[config.mk]
export PLATFORM = sky130hd
export DESIGN_NAME = cdb_top
export DESIGN_NICKNAME = d
export VERILOG_FILES = /design/src/verilog/cdb_cnt.v /design/src/verilog/cdb_top.v
export VERILOG_INCLUDE_DIRS = /design/src /design/src/verilog
export SDC_FILE = /design/constraint.sdc
export NUM_CORES = 1
export LEC_CHECK = 0
export ABC_AREA = 1
export BUFFER_PORTS_ARGS = -buffer_cell sky130_fd_sc_hd__buf_2
export CAP_MARGIN = 15
export CELL_PAD_IN_SITES_DETAIL_PLACEMENT = 1
export CELL_PAD_IN_SITES_GLOBAL_PLACEMENT = 1
export CORE_AREA = 2 2 152 154
export CTS_CLUSTER_SIZE = 16
export DETAILED_ROUTE_END_ITERATION = 6
export DIE_AREA = 0 0 154 156
export PLACE_DENSITY = 0.8
export REMOVE_ABC_BUFFERS = 1
export SLEW_MARGIN = 5
export SYNTH_ARGS = -nofsm -noshare
export SYNTH_HDL_FRONTEND = slang
export SYNTH_SLANG_ARGS = --single-unit
[constraint.sdc]
create_clock -name clk_i -period 4.5 [get_ports clk_i]
set_input_delay 0.675 -clock clk_i [delete_from_list [all_inputs] [get_ports clk_i]]
set_output_delay 0.675 -clock clk_i [all_outputs]
set_load 0.1 [all_outputs]
[src/verilog/cdb_defines.vh]
// constants shared by the dead-band and blanking generator files
// assumes a 10 MHz system clock and a 32-bit classic wishbone register port
`ifndef CDB_DEFINES_VH
`define CDB_DEFINES_VH

// ==========================================================================
// register byte offsets
`define CDB_OFS_CTRL0     6'h00
`define CDB_OFS_RISE_DB   6'h04
`define CDB_OFS_FALL_DB   6'h08
`define CDB_OFS_RISE_BLK  6'h0C
`define CDB_OFS_FALL_BLK  6'h10
`define CDB_OFS_SHDN_EN   6'h14
`define CDB_OFS_CLK_DIV   6'h18
`define CDB_OFS_STATUS    6'h1C

// ==========================================================================
// generator_control_0 fields
`define CDB_CTRL_EN       0
`define CDB_CTRL_RISING_DELAY_SOURCE_SELECT     1
`define CDB_CTRL_FALLING_DELAY_SOURCE_SELECT     2
`define CDB_CTRL_W        3

// ==========================================================================
// status fields
`define CDB_ST_PRI        0
`define CDB_ST_CMP        1
`define CDB_ST_SHDN       2
`define CDB_ST_RDB_RUN    3
`define CDB_ST_FDB_RUN    4
`define CDB_ST_RBLK_RUN   5
`define CDB_ST_FBLK_RUN   6

// ==========================================================================
// reset values
`define CDB_RST_CTRL0     3'h0
`define CDB_RST_BYTE      8'h00

// ==========================================================================
// timing
`define CDB_DELAY_ELEM_NS 5
`define CDB_CLK_PERIOD_NS 100

`endif

[src/verilog/cdb_cnt.v]
// one tick_i counter (generator periods, or system clocks in async dead band), used for dead band and blanking
// assumes tick_i is a one-cycle enable in the clk_i domain
`timescale 1ns/1ns

module cdb_cnt #(
  parameter W = 8
) (
  input  wire         clk_i,   // system clock
  input  wire         rst_i,   // synchronous reset, high
  input  wire         start_i, // (re)start from zero
  input  wire         clear_i, // abort to idle
  input  wire         tick_i,  // counting enable
  input  wire [W-1:0] limit_i, // periods to count, zero = none
  output wire         run_o,   // counting in progress
  output wire         done_o   // pulse on last period
);
  localparam [W-1:0] ONE = 1;

  reg [W-1:0] cnt;
  reg         run;

  assign run_o  = run;
  assign done_o = run & tick_i & ((cnt + ONE) == limit_i);

  // ==========================================================================
  // counter
  always @(posedge clk_i) begin
    if (rst_i || clear_i) begin
      run <= 1'b0;
      cnt <= {W{1'b0}};
    end else if (start_i) begin
      run <= (limit_i != {W{1'b0}});
      cnt <= {W{1'b0}};
    end else if (done_o) begin
      run <= 1'b0;
      cnt <= {W{1'b0}};
    end else if (run && tick_i) begin
      cnt <= cnt + ONE;
    end
  end
endmodule // cdb_cnt

[src/verilog/cdb_top.v]
// complementary output generator: dead band, input blanking, shutdown
// assumes all inputs synchronous to clk_i; registers on classic wishbone
`timescale 1ns/1ns
`include "cdb_defines.vh"

module cdb_top #(
  parameter W = 8
) (
  input  wire        clk_i,      // system clock, 10 MHz
  input  wire        rst_i,      // synchronous reset, high
  input  wire        wb_cyc_i,   // wishbone cycle
  input  wire        wb_stb_i,   // wishbone strobe
  input  wire        wb_we_i,    // wishbone write
  input  wire [5:0]  wb_adr_i,   // wishbone byte address
  input  wire [3:0]  wb_sel_i,   // wishbone byte selects
  input  wire [31:0] wb_dat_i,   // wishbone write data
  output wire [31:0] wb_dat_o,   // wishbone read data
  output wire        wb_ack_o,   // wishbone acknowledge
  input  wire        gen_in_i,   // generator input signal
  input  wire [7:0]  shdn_src_i, // shutdown source outputs
  output wire        primary_o,  // primary drive
  output wire        compl_o,    // complementary drive
  output wire        shutdown_o  // shutdown active
);
  // ==========================================================================
  // registers
  reg [`CDB_CTRL_W-1:0] generator_control_0;
  reg [W-1:0]           rising_deadband_count;
  reg [W-1:0]           falling_deadband_count;
  reg [W-1:0]           rising_blank_count;
  reg [W-1:0]           falling_blank_count;
  reg [7:0]             shutdown_source_enable_1;
  reg [W-1:0]           gen_clk_div;
  reg                   ack;
  reg [31:0]            rd_data;
  reg [31:0]            next_rd_data;

  // ==========================================================================
  // generator state
  reg         in_q;
  reg         primary;
  reg         compl;
  reg [W-1:0] div_cnt;
  reg         gen_tick;

  wire enable    = generator_control_0[`CDB_CTRL_EN];
  wire rise_async = generator_control_0[`CDB_CTRL_RISING_DELAY_SOURCE_SELECT];
  wire fall_async = generator_control_0[`CDB_CTRL_FALLING_DELAY_SOURCE_SELECT];

  // ceiling of elements * element time over clock period; short chains still
  // cost one whole cycle since the logic cannot resolve below the clock
  function [W-1:0] async_cycles;
    input [W-1:0] n;
    reg   [31:0]  t;
    begin
      t = (n * `CDB_DELAY_ELEM_NS + `CDB_CLK_PERIOD_NS - 1) / `CDB_CLK_PERIOD_NS;
      async_cycles = t[W-1:0];
    end
  endfunction

  // counter limit of one band: chain length in clocks, or generator periods
  function [W-1:0] band_limit;
    input         async_sel;
    input [W-1:0] n;
    begin
      if (async_sel) begin
        band_limit = async_cycles(n);
      end else begin
        band_limit = n;
      end
    end
  endfunction

  // a zero count removes the band, so the drive follows its event at once
  function band_off;
    input [W-1:0] n;
    begin
      band_off = (n == {W{1'b0}});
    end
  endfunction

  // ==========================================================================
  // wishbone slave: ack one cycle after request, dropped the cycle after
  // writes land on the taking edge, the same edge that raises ack
  wire req = wb_cyc_i & wb_stb_i & ~ack;
  wire wr  = req & wb_we_i & wb_sel_i[0];

  assign wb_ack_o = ack;
  assign wb_dat_o = rd_data;

  always @(posedge clk_i) begin
    if (rst_i) begin
      generator_control_0      <= `CDB_RST_CTRL0;
      rising_deadband_count    <= `CDB_RST_BYTE;
      falling_deadband_count   <= `CDB_RST_BYTE;
      rising_blank_count       <= `CDB_RST_BYTE;
      falling_blank_count      <= `CDB_RST_BYTE;
      shutdown_source_enable_1 <= `CDB_RST_BYTE;
      gen_clk_div              <= `CDB_RST_BYTE;
      ack                      <= 1'b0;
      rd_data                  <= 32'h0000_0000;
    end else begin
      ack     <= req;
      rd_data <= req ? next_rd_data : 32'h0000_0000;
      if (wr) begin
        case (wb_adr_i)
          `CDB_OFS_CTRL0: begin
            generator_control_0 <= wb_dat_i[`CDB_CTRL_W-1:0];
          end
          `CDB_OFS_RISE_DB: begin
            rising_deadband_count <= wb_dat_i[W-1:0];
          end
          `CDB_OFS_FALL_DB: begin
            falling_deadband_count <= wb_dat_i[W-1:0];
          end
          `CDB_OFS_RISE_BLK: begin
            rising_blank_count <= wb_dat_i[W-1:0];
          end
          `CDB_OFS_FALL_BLK: begin
            falling_blank_count <= wb_dat_i[W-1:0];
          end
          `CDB_OFS_SHDN_EN: begin
            shutdown_source_enable_1 <= wb_dat_i[7:0];
          end
          `CDB_OFS_CLK_DIV: begin
            gen_clk_div <= wb_dat_i[W-1:0];
          end
          default: begin
          end
        endcase
      end
    end
  end

  wire rdb_run;
  wire fdb_run;
  wire rblk_run;
  wire fblk_run;

  // unmapped and write-only-less addresses read as zero
  always @* begin
    next_rd_data = 32'h0000_0000;
    case (wb_adr_i)
      `CDB_OFS_CTRL0:    next_rd_data[`CDB_CTRL_W-1:0] = generator_control_0;
      `CDB_OFS_RISE_DB:  next_rd_data[W-1:0] = rising_deadband_count;
      `CDB_OFS_FALL_DB:  next_rd_data[W-1:0] = falling_deadband_count;
      `CDB_OFS_RISE_BLK: next_rd_data[W-1:0] = rising_blank_count;
      `CDB_OFS_FALL_BLK: next_rd_data[W-1:0] = falling_blank_count;
      `CDB_OFS_SHDN_EN:  next_rd_data[7:0] = shutdown_source_enable_1;
      `CDB_OFS_CLK_DIV:  next_rd_data[W-1:0] = gen_clk_div;
      `CDB_OFS_STATUS: begin
        next_rd_data[`CDB_ST_PRI]      = primary;
        next_rd_data[`CDB_ST_CMP]      = compl;
        next_rd_data[`CDB_ST_SHDN]     = shutdown_o;
        next_rd_data[`CDB_ST_RDB_RUN]  = rdb_run;
        next_rd_data[`CDB_ST_FDB_RUN]  = fdb_run;
        next_rd_data[`CDB_ST_RBLK_RUN] = rblk_run;
        next_rd_data[`CDB_ST_FBLK_RUN] = fblk_run;
      end
      default: next_rd_data = 32'h0000_0000;
    endcase
  end

  // ==========================================================================
  // generator clock: one-cycle enable every gen_clk_div+1 system cycles
  // compared with >= so a divider lowered below the running count ticks at
  // once instead of wrapping through the whole counter range first
  always @(posedge clk_i) begin
    if (rst_i) begin
      div_cnt  <= {W{1'b0}};
      gen_tick <= 1'b0;
    end else if (div_cnt >= gen_clk_div) begin
      div_cnt  <= {W{1'b0}};
      gen_tick <= 1'b1;
    end else begin
      div_cnt  <= div_cnt + {{(W-1){1'b0}}, 1'b1};
      gen_tick <= 1'b0;
    end
  end

  // ==========================================================================
  // shutdown: any enabled source that is low forces shutdown
  // combinational, so a source dropping low clears the drives at the next edge
  assign shutdown_o = |(shutdown_source_enable_1 & ~shdn_src_i);

  wire halt = shutdown_o | ~enable;

  // ==========================================================================
  // event detection with cross-coupled blanking
  always @(posedge clk_i) begin
    if (rst_i) begin
      in_q <= 1'b0;
    end else begin
      in_q <= gen_in_i;
    end
  end

  // an edge met while halted or blanked is lost, never held over
  wire rise_evt = ~halt & gen_in_i & ~in_q & ~fblk_run;
  wire fall_evt = ~halt & ~gen_in_i & in_q & ~rblk_run;

  // async mode counts system clocks over the rounded chain length;
  // sync mode counts generator clocks so edges land on its grid (+-1 period)
  wire [W-1:0] rdb_lim  = band_limit(rise_async, rising_deadband_count);
  wire [W-1:0] fdb_lim  = band_limit(fall_async, falling_deadband_count);
  wire         rdb_tick = rise_async | gen_tick;
  wire         fdb_tick = fall_async | gen_tick;
  wire         rdb_done;
  wire         fdb_done;

  // an opposite event aborts a running band: the suppressed drive never rises
  cdb_cnt #(.W(W)) u_rdb (
    .clk_i   (clk_i),
    .rst_i   (rst_i),
    .start_i (rise_evt),
    .clear_i (halt | fall_evt),
    .tick_i  (rdb_tick),
    .limit_i (rdb_lim),
    .run_o   (rdb_run),
    .done_o  (rdb_done)
  );

  cdb_cnt #(.W(W)) u_fdb (
    .clk_i   (clk_i),
    .rst_i   (rst_i),
    .start_i (fall_evt),
    .clear_i (halt | rise_evt),
    .tick_i  (fdb_tick),
    .limit_i (fdb_lim),
    .run_o   (fdb_run),
    .done_o  (fdb_done)
  );

  cdb_cnt #(.W(W)) u_rblk (
    .clk_i   (clk_i),
    .rst_i   (rst_i),
    .start_i (rise_evt),
    .clear_i (halt),
    .tick_i  (gen_tick),
    .limit_i (rising_blank_count),
    .run_o   (rblk_run),
    .done_o  ()
  );

  cdb_cnt #(.W(W)) u_fblk (
    .clk_i   (clk_i),
    .rst_i   (rst_i),
    .start_i (fall_evt),
    .clear_i (halt),
    .tick_i  (gen_tick),
    .limit_i (falling_blank_count),
    .run_o   (fblk_run),
    .done_o  ()
  );

  // ==========================================================================
  // drives: the opposite side drops at once, this side waits its band
  // halt wins over every event so shutdown can never be overridden
  always @(posedge clk_i) begin
    if (rst_i || halt) begin
      primary <= 1'b0;
      compl   <= 1'b0;
    end else if (rise_evt) begin
      compl   <= 1'b0;
      primary <= band_off(rising_deadband_count);
    end else if (fall_evt) begin
      primary <= 1'b0;
      compl   <= band_off(falling_deadband_count);
    end else begin
      if (rdb_done) begin
        primary <= 1'b1;
      end
      if (fdb_done) begin
        compl <= 1'b1;
      end
    end
  end

  assign primary_o = primary;
  assign compl_o   = compl;
endmodule // cdb_top

Yosys cells after proc, flatten, opt, wreduce, memory -nomap -nowiden
Index checks and enable logic that the tools add are counted.

storage, ports and cells
  register bits after elaboration = 132
  bits of input ports = 56
  output and inout port bits = 36
  logic and storage cells = 134

cells by class
  $add $sub $neg = 9
  multipliers = 2
  divide/modulo/power cells = 2
  $lt $le $gt $ge = 1
  eq/ne operators = 11
  multiplexer cells = 19
  bitwise logic cells = 33
  reduce and logical (&&, ||, !) cells = 34

operator list
  operator                                                               count
  32-bit by 7-bit divider with 32-bit output, second input constant      2
  8-bit by 1-bit adder with 8-bit output, second input constant          5
  8-bit equality test                                                    4
  8-bit nonzero test                                                     4
  4-bit one-hot mux with 7 select lines                                  1
  12-bit by 1-bit subtractor with 13-bit output, second input constant   2
  11-bit by 7-bit adder with 12-bit output, second input constant        2
  6-bit by 5-bit equality test with 1-bit output, second input constant  4
  3-bit one-hot mux with 8 select lines                                  1
  8-bit by 3-bit multiplier with 11-bit output, second input constant    2
  1-bit bitwise AND                                                      18
  8-bit logical NOT                                                      2
  8-bit 2-to-1 mux                                                       2
  1-bit 2-to-1 mux                                                       14
  2-bit AND reduction                                                    7
  6-bit by 4-bit equality test with 1-bit output, second input constant  2
  3-bit OR reduction                                                     4
  8-bit bitwise AND                                                      1
  8-bit greater-or-equal comparator                                      1
  1-bit NOT                                                              8
  8-bit NOT                                                              1
  2-bit nonzero test                                                     4
  8-bit OR reduction                                                     1
  6-bit by 3-bit equality test with 1-bit output, second input constant  1
  other kinds (7)                                                        18

Longest topological paths before layout
Gate-level depths: netlist of run 1.

  depth after elaboration = 11
  depth in mapped cells = 41
  mapped depth without buffers = 41

Modules after synthesis
A second synthesis of run 1 with hierarchy kept.

unflattened totals
  cell total of the unflattened synthesis = 1405
  area total of the unflattened synthesis = 8773.4 sq um

modules (own cells, without submodules)
  module   times used  cells an instance  area an instance (sq um)
  cdb_top  1           933                6010.8
  cdb_cnt  4           118                690.7

Worst setup path after synthesis of run 1
OpenSTA, ideal clock, no wires.

  path kind = reg-to-reg
  start = register falling_deadband_count[4]
  end = register u_fdb.cnt[2]
  library setup time = 119 ps
  arrival = 4436 ps
  data required time = 4381 ps
  slack = -54 ps
  stages on the path, launching flop included = 37
  buffers on the path = 0
  cell sequence = dfxtp_1 > ha_1 > fa_1 > ha_1 > a21oi_1 > inv_1 > a21oi_2 > inv_2 > nand2_1 > nand2_2 > nor2_4 > a21oi_1 > ha_1 > inv_1 > nand3_1 > nand2_1 > a21boi_4 > nand3_2 > nand2_2 > nand2_2 > nor2_2 > nand2_2 > nand3_4 > nand2_2 > nand2_4 > clkinv_4 > nand3_4 > nand3_4 > nand2_1 > nand2_1 > nand3b_1 > nand2_1 > nand2_1 > nand2_1 > nand3_2 > nand3_4 > nor2_2

between the ends
  longest elaborated chain between the ends = 8

ends and longest elaborated chain
  item                                                    line           RTL
  start: declaration                                      cdb_top.v:29   reg [W-1:0] falling_deadband_count;
  start signal: assignment                                cdb_top.v:95   falling_deadband_count <= `CDB_RST_BYTE;
  start signal: assignment                                cdb_top.v:114  falling_deadband_count <= wb_dat_i[W-1:0];
  8-bit by 3-bit multiplier with 11-bit output (no line)  --
  11-bit by 7-bit adder with 12-bit output (no line)      --
  12-bit by 1-bit subtractor with 13-bit output           cdb_top.v:56   t = (n * `CDB_DELAY_ELEM_NS + `CDB_CLK_PERIOD_NS - 1) / `CDB_CLK_PERIOD_NS;
  32-bit by 7-bit divider with 32-bit output (no line)    --
  8-bit 2-to-1 mux (*)                                    cdb_top.v:66   if (async_sel) begin
  8-bit equality test (*)                                 cdb_cnt.v:23   assign done_o = run & tick_i & ((cnt + ONE) == limit_i);
  1-bit bitwise AND (*)                                   cdb_cnt.v:23
  3-bit OR reduction (no line) (*)                        --
  end signal: assignment                                  cdb_cnt.v:30   cnt <= {W{1'b0}};
  end signal: assignment                                  cdb_cnt.v:33   cnt <= {W{1'b0}};
  end signal: assignment                                  cdb_cnt.v:36   cnt <= {W{1'b0}};
  end: declaration                                        cdb_cnt.v:19   reg [W-1:0] cnt;

Every way passes the cells marked *; elsewhere a longest branch is shown, timed or not.
A chain may end at the register's enable or synchronous reset.

Worst setup path in the final report of run 1
  start = register rising_deadband_count[2]
  end = register u_rdb.cnt[0]

between the ends
  longest elaborated chain between the ends = 8

ends and longest elaborated chain
  item                                                    line           RTL
  start: declaration                                      cdb_top.v:28   reg [W-1:0] rising_deadband_count;
  start signal: assignment                                cdb_top.v:94   rising_deadband_count <= `CDB_RST_BYTE;
  start signal: assignment                                cdb_top.v:111  rising_deadband_count <= wb_dat_i[W-1:0];
  8-bit by 3-bit multiplier with 11-bit output (no line)  --
  11-bit by 7-bit adder with 12-bit output (no line)      --
  12-bit by 1-bit subtractor with 13-bit output           cdb_top.v:56
  32-bit by 7-bit divider with 32-bit output (no line)    --
  8-bit 2-to-1 mux (*)                                    cdb_top.v:66
  8-bit equality test (*)                                 cdb_cnt.v:23
  1-bit bitwise AND (*)                                   cdb_cnt.v:23
  3-bit OR reduction (no line) (*)                        --
  end signal: assignment                                  cdb_cnt.v:30
  end signal: assignment                                  cdb_cnt.v:33
  end signal: assignment                                  cdb_cnt.v:36
  end: declaration                                        cdb_cnt.v:19

Marks and branches as above.

==> summary.md, run 1 <==
| Metric | Value |
|---|---|
| Status | finished with violations |
| Failing checks | negative setup slack |
| Area of the core | 22370 µm² |
| Post-synthesis sequential area ratio | about 25% |
| Initial antenna violation count | 0 |
| Achievable frequency | 0.1984 GHz |
| Hold Buf Count CTS | 0 |
| I/O pin total | 92 |
| Synth-to-Final Area Change | 27.90% |
| Biggest area contributors in the synthesized netlist | dfxtp_1 (25%), nand2_1 (9.1%), inv_1 (7.7%), ha_1 (7.1%), nor2_1 (5.1%) |
| Pwr dens | 172.0 nW/µm² |
| Post-detailed-placement half-perimeter wirelength | roughly 21000 µm |
| CP Launch Type | flip-flop |
| Vert. Die Dim | about 160 µm |
| Vias in the first global route | slightly above 9000 |
| Maximum vdd drop | roughly 0.0002 V |
| Detailed-route wire length | between 20000 and 30000 µm |
| R2R setup slack | -0.54 ns |
| Number of clock buffers inserted by TritonCTS | 9 |
| Instance area after placement | about 10000 µm² |
| Final Hold Viols | 0 |
| Cell count after synthesis | ~1200 |
| First-pass iteration count of the detailed router | 5 |
| R2R Path End | u_rdb.cnt[0] |
| Floorplan die width | 154 µm |
| Highest net fanout along the worst path | 8 |
| Count of buffers inserted at the top-level ports | 40 |
| Top FF cell, synth | dfxtp_1 |
| Clk_lat worst skew | 0.36 ns |
| Number of enable-type register cells in the synthesized netlist | 0 |
| CTS tree | yes |
| Worst EP arrival | around 5.3 ns |
| Maximum Capacitance Violations | 0 |
| Start-to-end type of the worst setup path | reg -> reg |
| DRC violations left | 0 |
| Layout net count | between 1500 and 2000 |
| FF+latch count, synth | about 110 |
| Largest net degree at the start of global routing | 31 |
| Clock slew seen by the registers of the worst setup and hold paths | around 0.07 ns |
| Max-slew violations | 0 |
| Post-Route Setup TNS | -9.008 ns |
| Reg2Reg Launch Point | rising_deadband_count[2] |
| First-pass GRT wire length | ~45000 µm |
| Count of routing violations after the opening detailed-route iteration | 437 |
| Clock tree sinks | roughly 110 |
| CP max stage cell | fa_1 |
| Worst reg2reg path depth | 31 |
| Routed via count | ~9000 |
| Setup violation total in the final timing report | 20 |
| Number of library cell types mapped by synthesis | roughly 60 |
| Shortest clock period the worst path allows after layout | between 5 and 6 ns |
| Routed length per instance | ~17 µm |
| Element type at the critical path end | flip-flop |
| Netlist Area Pre-Place | 8576 µm² |
| Overall fraction of global-route tracks in use | 23.07% |
| Fillcell total | 2840 |
| Antenna Cells | 0 |
| Cell type with the highest aggregate area in the netlist | dfxtp_1 |
| Root buf cell | clkbuf_16 |
| Total number of yosys warnings | 0 |
| Count of H-tree levels built during CTS | 3 |
| Worst slew slack as a fraction of its limit | 38.17% |
| Leakage power | between 4 and 5 nW |
| Post-layout instance area | about 11000 µm² |
| Mean instance size in the synthesized netlist | ~7 µm² |
| Critical Path Sink | u_rdb.cnt[0] |
| Final core utilization | between 40% and 50% |
| Final hold slack | between 0.4 and 0.5 ns |
| Min-Delay Path Class | reg -> reg |
| Post-synth top area share | between 20% and 30% |
| Fraction of registers with async set or reset after synthesis | 0% |
| Max clock buf depth | 2 |
| Worst setup margin | -0.5414 ns |
| Transition at the pin with the smallest max-transition slack | between 0.9 and 1 ns |
| Beginning of the critical path | rising_deadband_count[2] |
| GPL Wtd Cong | a little under 0.9 |
| Unrepaired setup endpoints after global routing | yes |
| Data required time of the critical path | about 4.8 ns |
| Effective utilization at floorplan | 38.34% |
| Fraction of layout instances using a drive strength above 1 | between 20% and 30% |
| Final period util | 112.0% |
| Setup clock skew after layout | between 0.006 and 0.007 ns |
| Leftover overflow at the end of global routing | 0 |
| Post-DRT Antenna Nets | 0 |
| Area enclosed by the die boundary | approximately 24000 µm² |
| Post-route total power | roughly 1.9 mW |
| Number of rows created at floorplan | 55 |
| Ratio of routed vias to standard cells | around 5.2 |
| Stage delay of the slowest cell on the critical path | approximately 0.48 ns |
## cell families after synthesis
logic type / share of synthesized area (%)
AO/OA/AOI/OAI: 15.87
flip-flops: 25.21
multiplexers: 0.4669
adder cells (fa/ha/maj): 8.550
buffers and inverters: 11.58
other: 0.04373
XOR/XNOR: 5.705
AND/OR/NAND/NOR: 32.56
## layer usage
metal,global-route usage (%),vias up,share of wire [%],wire length [µm]
met5,0,-,0,0
met4,6.409,0,2.4,687
met3,3.250,59,3.4,969
met2,43.90,158,53,15090
met1,26.89,4334,41,11870
li1,-,4403,-,-
## worst min path at each step
stage | start | endpoint | slack [ns] | cells past startpoint
2_1_floorplan | div_cnt[0] | div_cnt[0] | 0.44 | 1
3_3_place_gp | div_cnt[0] | div_cnt[0] | 0.46 | 1
3_5_place_dp | u_rdb.run_o | u_rdb.run_o | 0.47 | 2
4_1_cts | u_rdb.run_o | u_rdb.run_o | 0.48 | 2
5_1_grt | u_rdb.run_o | u_rdb.run_o | 0.51 | 2
6_report | u_rdb.run_o | u_rdb.run_o | 0.48 | 2
## worst max-delay path: cells and delay by family (launching register included)
family | cells | cell delay, ns
and+or+nand+nor | 24 | 3.11
adders and majority gates | 2 | 0.79
AOI/OAI and AO/OA | 1 | 0.17
buffers and inverters | 4 | 0.52
DFF | 1 | 0.35
## layout make-up
cell class,count,area [µm²],area share (%)
Timing Repair Buffer,195,1395,12.72
Clock inverter,5,37.54,0.3422
Multi-Input combinational cell,913,6037,55.04
Inverter,191,724.4,6.605
Clock buffer,11,242.7,2.213
Sequential cell,108,2175,19.83
Tap cell,285,356.6,3.251
## layout by cell type, fill, tap and decap left out, types with 11 or more instances in the layout
cell type | netlist | layout
o22ai_1 | 18 | 18
nand2_4 | 11 | 21
nand4_1 | 41 | 41
nand2_2 | 25 | 52
inv_1 | 175 | 167
nand2_1 | 207 | 169
xor2_1 | 39 | 39
nor2_4 | 6 | 16
buf_4 | 24 | 149
a211oi_1 | 17 | 17
inv_2 | 12 | 19
xnor2_1 | 15 | 15
nand3_4 | 9 | 15
a21oi_1 | 77 | 68
nor3_1 | 11 | 11
o21ai_0 | 79 | 78
nand3_2 | 8 | 14
ha_1 | 49 | 41
dfxtp_1 | 108 | 102
nor2_2 | 25 | 21
nor2_1 | 117 | 111
buf_2 | 1 | 40
nand3_1 | 59 | 47
conb_1 | 1 | 24
## repair_timing
action                                  CTS  global route
pin swaps                                37            64
gates resized for setup                  80            57
endpoints found under the setup margin   20            20
cloned                                    0             0
buffers inserted                         21            15
## stage by stage
| step | setup WS, ns | std cells |
|---|---|---|
| global placement | -0.4337 | 1656 |
| global route | -0.8549 | 1708 |
| finish | -0.5414 | 1708 |
| floorplan | -0.1014 | 1212 |
| CTS | -0.3767 | 1693 |
| detailed placement | -0.6040 | 1656 |
## synthesized netlist by cell type (5+ instances only)
cell type	instances
fa_1	6
inv_2	12
nand3_2	8
nand3_4	9
xor2_1	39
nor2_2	25
clkbuf_1	14
xnor2_1	15
nor2_4	6
nand2_4	11
o21ai_0	79
nand3b_1	8
a211oi_1	17
ha_1	49
dfxtp_1	108
nand3_1	59
buf_4	24
nor4_1	5
inv_1	175
nand2_1	207
nand2_2	25
nor3_1	11
o22ai_1	18
nor2_1	117
nand4_1	41
a21oi_1	77
## flip-flops by register name (all words and copies together), names as in the netlist
signal,cells
u_fdb.run_o,1
u_fblk.cnt,8
generator_control_0,3
wb_ack_o,1
falling_blank_count,8
u_fblk.run_o,1
u_rblk.cnt,8
rising_blank_count,8
u_rdb.run_o,1
div_cnt,8
wb_dat_o,8
rising_deadband_count,8
primary_o,1
shutdown_source_enable_1,8
gen_clk_div,8
u_rdb.cnt,8
falling_deadband_count,8
gen_tick,1
compl_o,1
u_rblk.run_o,1
in_q,1
u_fdb.cnt,8
## power by group
part           internal (mW)  switching [mW]  total (mW)
logic                 0.0255           0.141       0.167
registers              0.955         0.00188       0.957
clock network          0.392           0.371       0.763
Power figures use the tool's default switching activity.
==> inputs of run 2 (changes only) <==
Settings changed: MAX_ROUTING_LAYER set to met4.
==> run 2 against run 1 <==
The run still ends with negative setup slack left. Maximum frequency grew 0.13%. Clock-buffer cell count unchanged. Non-clock buffer count shrank 2. Clock power grew 0.5%. Sequential share of layout area is essentially flat. Worst hold slack about the same. Register-to-register slack about the same. Final cell count decreased by 0.12%. Final area down 0.16%. First-iteration DRC count fell by 0.46%. Critical path type unchanged. Critical endpoint unchanged.
==> summary.md, run 2 (synthesis results as in run 1) <==
| Metric | Value |
|---|---|
| Most used cell, CP | nand2_2 |
| Post-layout instance area | 10950 µm² (was 10970 µm²) |
| Achievable frequency | 0.1986 GHz (was 0.1984 GHz) |
| Top Family by Delay on Critical Path | simple AND/OR/NAND/NOR gates (unchanged) |
| Fraction of layout instances using a drive strength above 1 | 29.20% (was 29.23%) |
| Area used by multi-input combinational logic | 6035 µm² (was 6037 µm²) |
| Overall fraction of global-route tracks in use | 23.78% (was 23.07%) |
| DRC violations left | 0 (unchanged) |
| Met3 GRT Util | 3.222% (was 3.250%) |
| Number of cells in the design after placement | 1656 (unchanged) |
| Met2 Resource Use GR | 43.90% (unchanged) |
| Internal power | 1.373 mW (about the same) |
| Start-to-end type of the worst setup path | reg -> reg (unchanged) |
| Final hold slack | 0.4811 ns (was 0.4812 ns) |
| Switching pwr | 0.5181 mW (was 0.5139 mW) |
| Number of rows created at floorplan | 55 (unchanged) |
| Worst EP arrival | 5.34 ns (about the same) |
| Vert. Die Dim | 156 µm (unchanged) |
| Clk_lat worst skew | 0.36 ns (about the same) |
| Pwr dens | 172.7 nW/µm² (was 172.0 nW/µm²) |
| Fillcell total | 2840 (unchanged) |
| Layout net count | 1527 (was 1529) |
| Worst slew slack as a fraction of its limit | 33.93% (was 38.17%) |
| I/O pin total | 92 (unchanged) |
| Commonest cells after routing, fill and taps aside | nand2_1 (169), inv_1 (167), buf_4 (147), nor2_1 (111), dfxtp_1 (102) (was nand2_1 (169), inv_1 (167), buf_4 (149), nor2_1 (111), dfxtp_1 (102)) |
| Clock tree sinks | 108 (unchanged) |
| Stage delay of the slowest cell on the critical path | 0.56 ns (was 0.48 ns) |
| Max clock buf depth | 2 (unchanged) |
| Share of total power in the clock network | 40.6% (was 40.4%) |
| Highest net fanout along the worst path | 8 (unchanged) |
| First-pass GRT wire length | 45220 µm (was 45140 µm) |
| Number of clock buffers inserted by TritonCTS | 9 (unchanged) |
| Routed via count | 8995 (was 8954) |
| Area enclosed by the die boundary | 24020 µm² (unchanged) |
| Share of power burned in combinational logic | 8.8% (about the same) |
| Detailed-route wire length | 28630 µm (was 28620 µm) |
| Data required time of the critical path | 4.80 ns (about the same) |
| Initial antenna violation count | 0 (unchanged) |
| Sequential cell area | 2175 µm² (unchanged) |
| Element type at the critical path end | flip-flop (unchanged) |
| Leftover overflow at the end of global routing | 0 (unchanged) |
| Worst setup margin | -0.5349 ns (was -0.5414 ns) |
| Max-slew violations | 0 (unchanged) |
| Hold Buf Count CTS | 0 (unchanged) |
| Count of H-tree levels built during CTS | 3 (unchanged) |
| Status | finished with violations (unchanged) |
| Count of routing violations after the opening detailed-route iteration | 435 (was 437) |
| Post-detailed-placement half-perimeter wirelength | 20690 µm (unchanged) |
| Met1 capacity usage during global routing | 26.99% (was 26.89%) |
| Synth-to-Final Area Change | 27.69% (was 27.90%) |
| GPL Wtd Cong | 0.8980 (was 0.8833) |
| First-pass iteration count of the detailed router | 5 (unchanged) |
| Area of the core | 22370 µm² (unchanged) |
| Post-DRT Antenna Nets | 0 (unchanged) |
| Maximum Capacitance Violations | 0 (unchanged) |
| Number of cells on the worst hold path | 2 (unchanged) |
| Layer with the highest usage | met2 (unchanged) |
| Clock slew seen by the registers of the worst setup and hold paths | 0.07 ns (about the same) |
| Failing checks | negative setup slack (unchanged) |
| Shortest clock period the worst path allows after layout | 5.035 ns (was 5.041 ns) |
| Instance area after placement | 9841 µm² (unchanged) |
| Root buf cell | clkbuf_16 (unchanged) |
| Maximum vdd drop | 0.0001990 V (was 0.0001991 V) |
| Unrepaired setup endpoints after global routing | yes (unchanged) |
| Leakage power | 4.920 nW (was 4.930 nW) |
| Post-route total power | 1.891 mW (was 1.887 mW) |
| Final period util | 111.9% (was 112.0%) |
| Final Hold Viols | 0 (unchanged) |
| Ratio of routed vias to standard cells | 5.273 (was 5.242) |
| Largest net degree at the start of global routing | 31 (unchanged) |
| Worst reg2reg path depth | 36 (was 31) |
| CP max stage cell | fa_2 (was fa_1) |
| Antenna Cells | 0 (unchanged) |
| Post-Route Setup TNS | -8.971 ns (was -9.008 ns) |
| Switching part of the total power | 27.40% (was 27.23%) |
| Setup clock skew after layout | 0.009033 ns (was 0.006458 ns) |
| Transition at the pin with the smallest max-transition slack | 0.9910 ns (was 0.9275 ns) |
| Setup violation total in the final timing report | 20 (unchanged) |
| Effective utilization at floorplan | 38.34% (unchanged) |
| Count of buffers inserted at the top-level ports | 40 (unchanged) |
| Buffering stage count on the worst path with inverters included | 2 (was 4) |
| Most common cell after layout, fill and taps aside | nand2_1 (unchanged) |
| Vias in the first global route | 9256 (was 9268) |
| CTS tree | yes (unchanged) |
| Number of cells in the finished layout apart from fillers | 1706 (was 1708) |
| CP Launch Type | flip-flop (unchanged) |
| Min-Delay Path Class | reg -> reg (unchanged) |
| Share of power burned in registers | 50.6% (was 50.7%) |
| Routed length per instance | 16.78 µm (was 16.76 µm) |
| WP depth | 36 (was 31) |
| Floorplan die width | 154 µm (unchanged) |
==> run 2: changes by cell type in the layout (fill, tap and decap cells not counted) <==
cell,before,now
fa_2,1,2
fa_1,5,4
nand2_4,21,20
buf_4,149,147
nand2_2,52,53
==> run 2: power by group through the flow <==
| stage | Sequential (mW) | Combinational, mW | Clock (mW) |
|---|---|---|---|
| 4_1_cts | 0.958 | 0.164 | 0.779 |
| 3_5_place_dp | 0.981 | 0.161 | 0 |
| 3_3_place_gp | 0.981 | 0.158 | 0 |
| 6_report | 0.957 | 0.167 | 0.767 |
| 5_1_grt | 0.957 | 0.175 | 0.810 |
| 2_1_floorplan | 0.983 | 0.118 | 0 |
==> run 2: routing by layer <==
layer / part of all wire (%) / vias up
met5: 0 / -
met4: 2.4 / 0
met3: 3.8 / 61
met2: 52 / 168
met1: 41 / 4368
li1: - / 4398
==> run 2: path summary, 6_finish.rpt <==
path / start / end / slack [ns]
worst max-delay path: rising_deadband_count[4] / u_rdb.cnt[0] / -0.53
worst min-delay path: u_rdb.run_o / u_rdb.run_o / 0.48
worst max register to register: rising_deadband_count[4] / u_rdb.cnt[0] / -0.53
worst min register to register: u_rdb.run_o / u_rdb.run_o / 0.48
==> run 2: what timing repair did <==
action / 4_1_cts / 5_1_grt
cloned: 0 / 0
endpoints found under the setup margin: 20 / 20
buffers inserted: 21 / 13
pin swaps: 37 / 62
gates resized for setup: 80 / 57
==> run 2: cell type report <==
cell class,instances,area share (%)
Clock buffer,11,2.217
Tap cell,285,3.256
Sequential cell,108,19.86
Clock inverter,5,0.3428
Timing Repair Buffer,193,12.60
Inverter,191,6.616
Multi-Input combinational cell,913,55.11
==> run 2: tightest hold or removal path, delay by kind of cell (launching register included) <==
family,cells,cell delay (ns)
DFF,1,0.33
and+or+nand+nor,2,0.11
==> run 2: per-stage QoR <==
| stage | util (%) | setup WS [ns] |
|---|---|---|
| after floorplan | - | -0.1014 |
| after global placement | 44.00 | -0.4337 |
| after detailed placement | 44.00 | -0.6040 |
| after CTS | 47.54 | -0.3767 |
| after global routing | 48.96 | -0.8545 |
| final | 48.96 | -0.5349 |
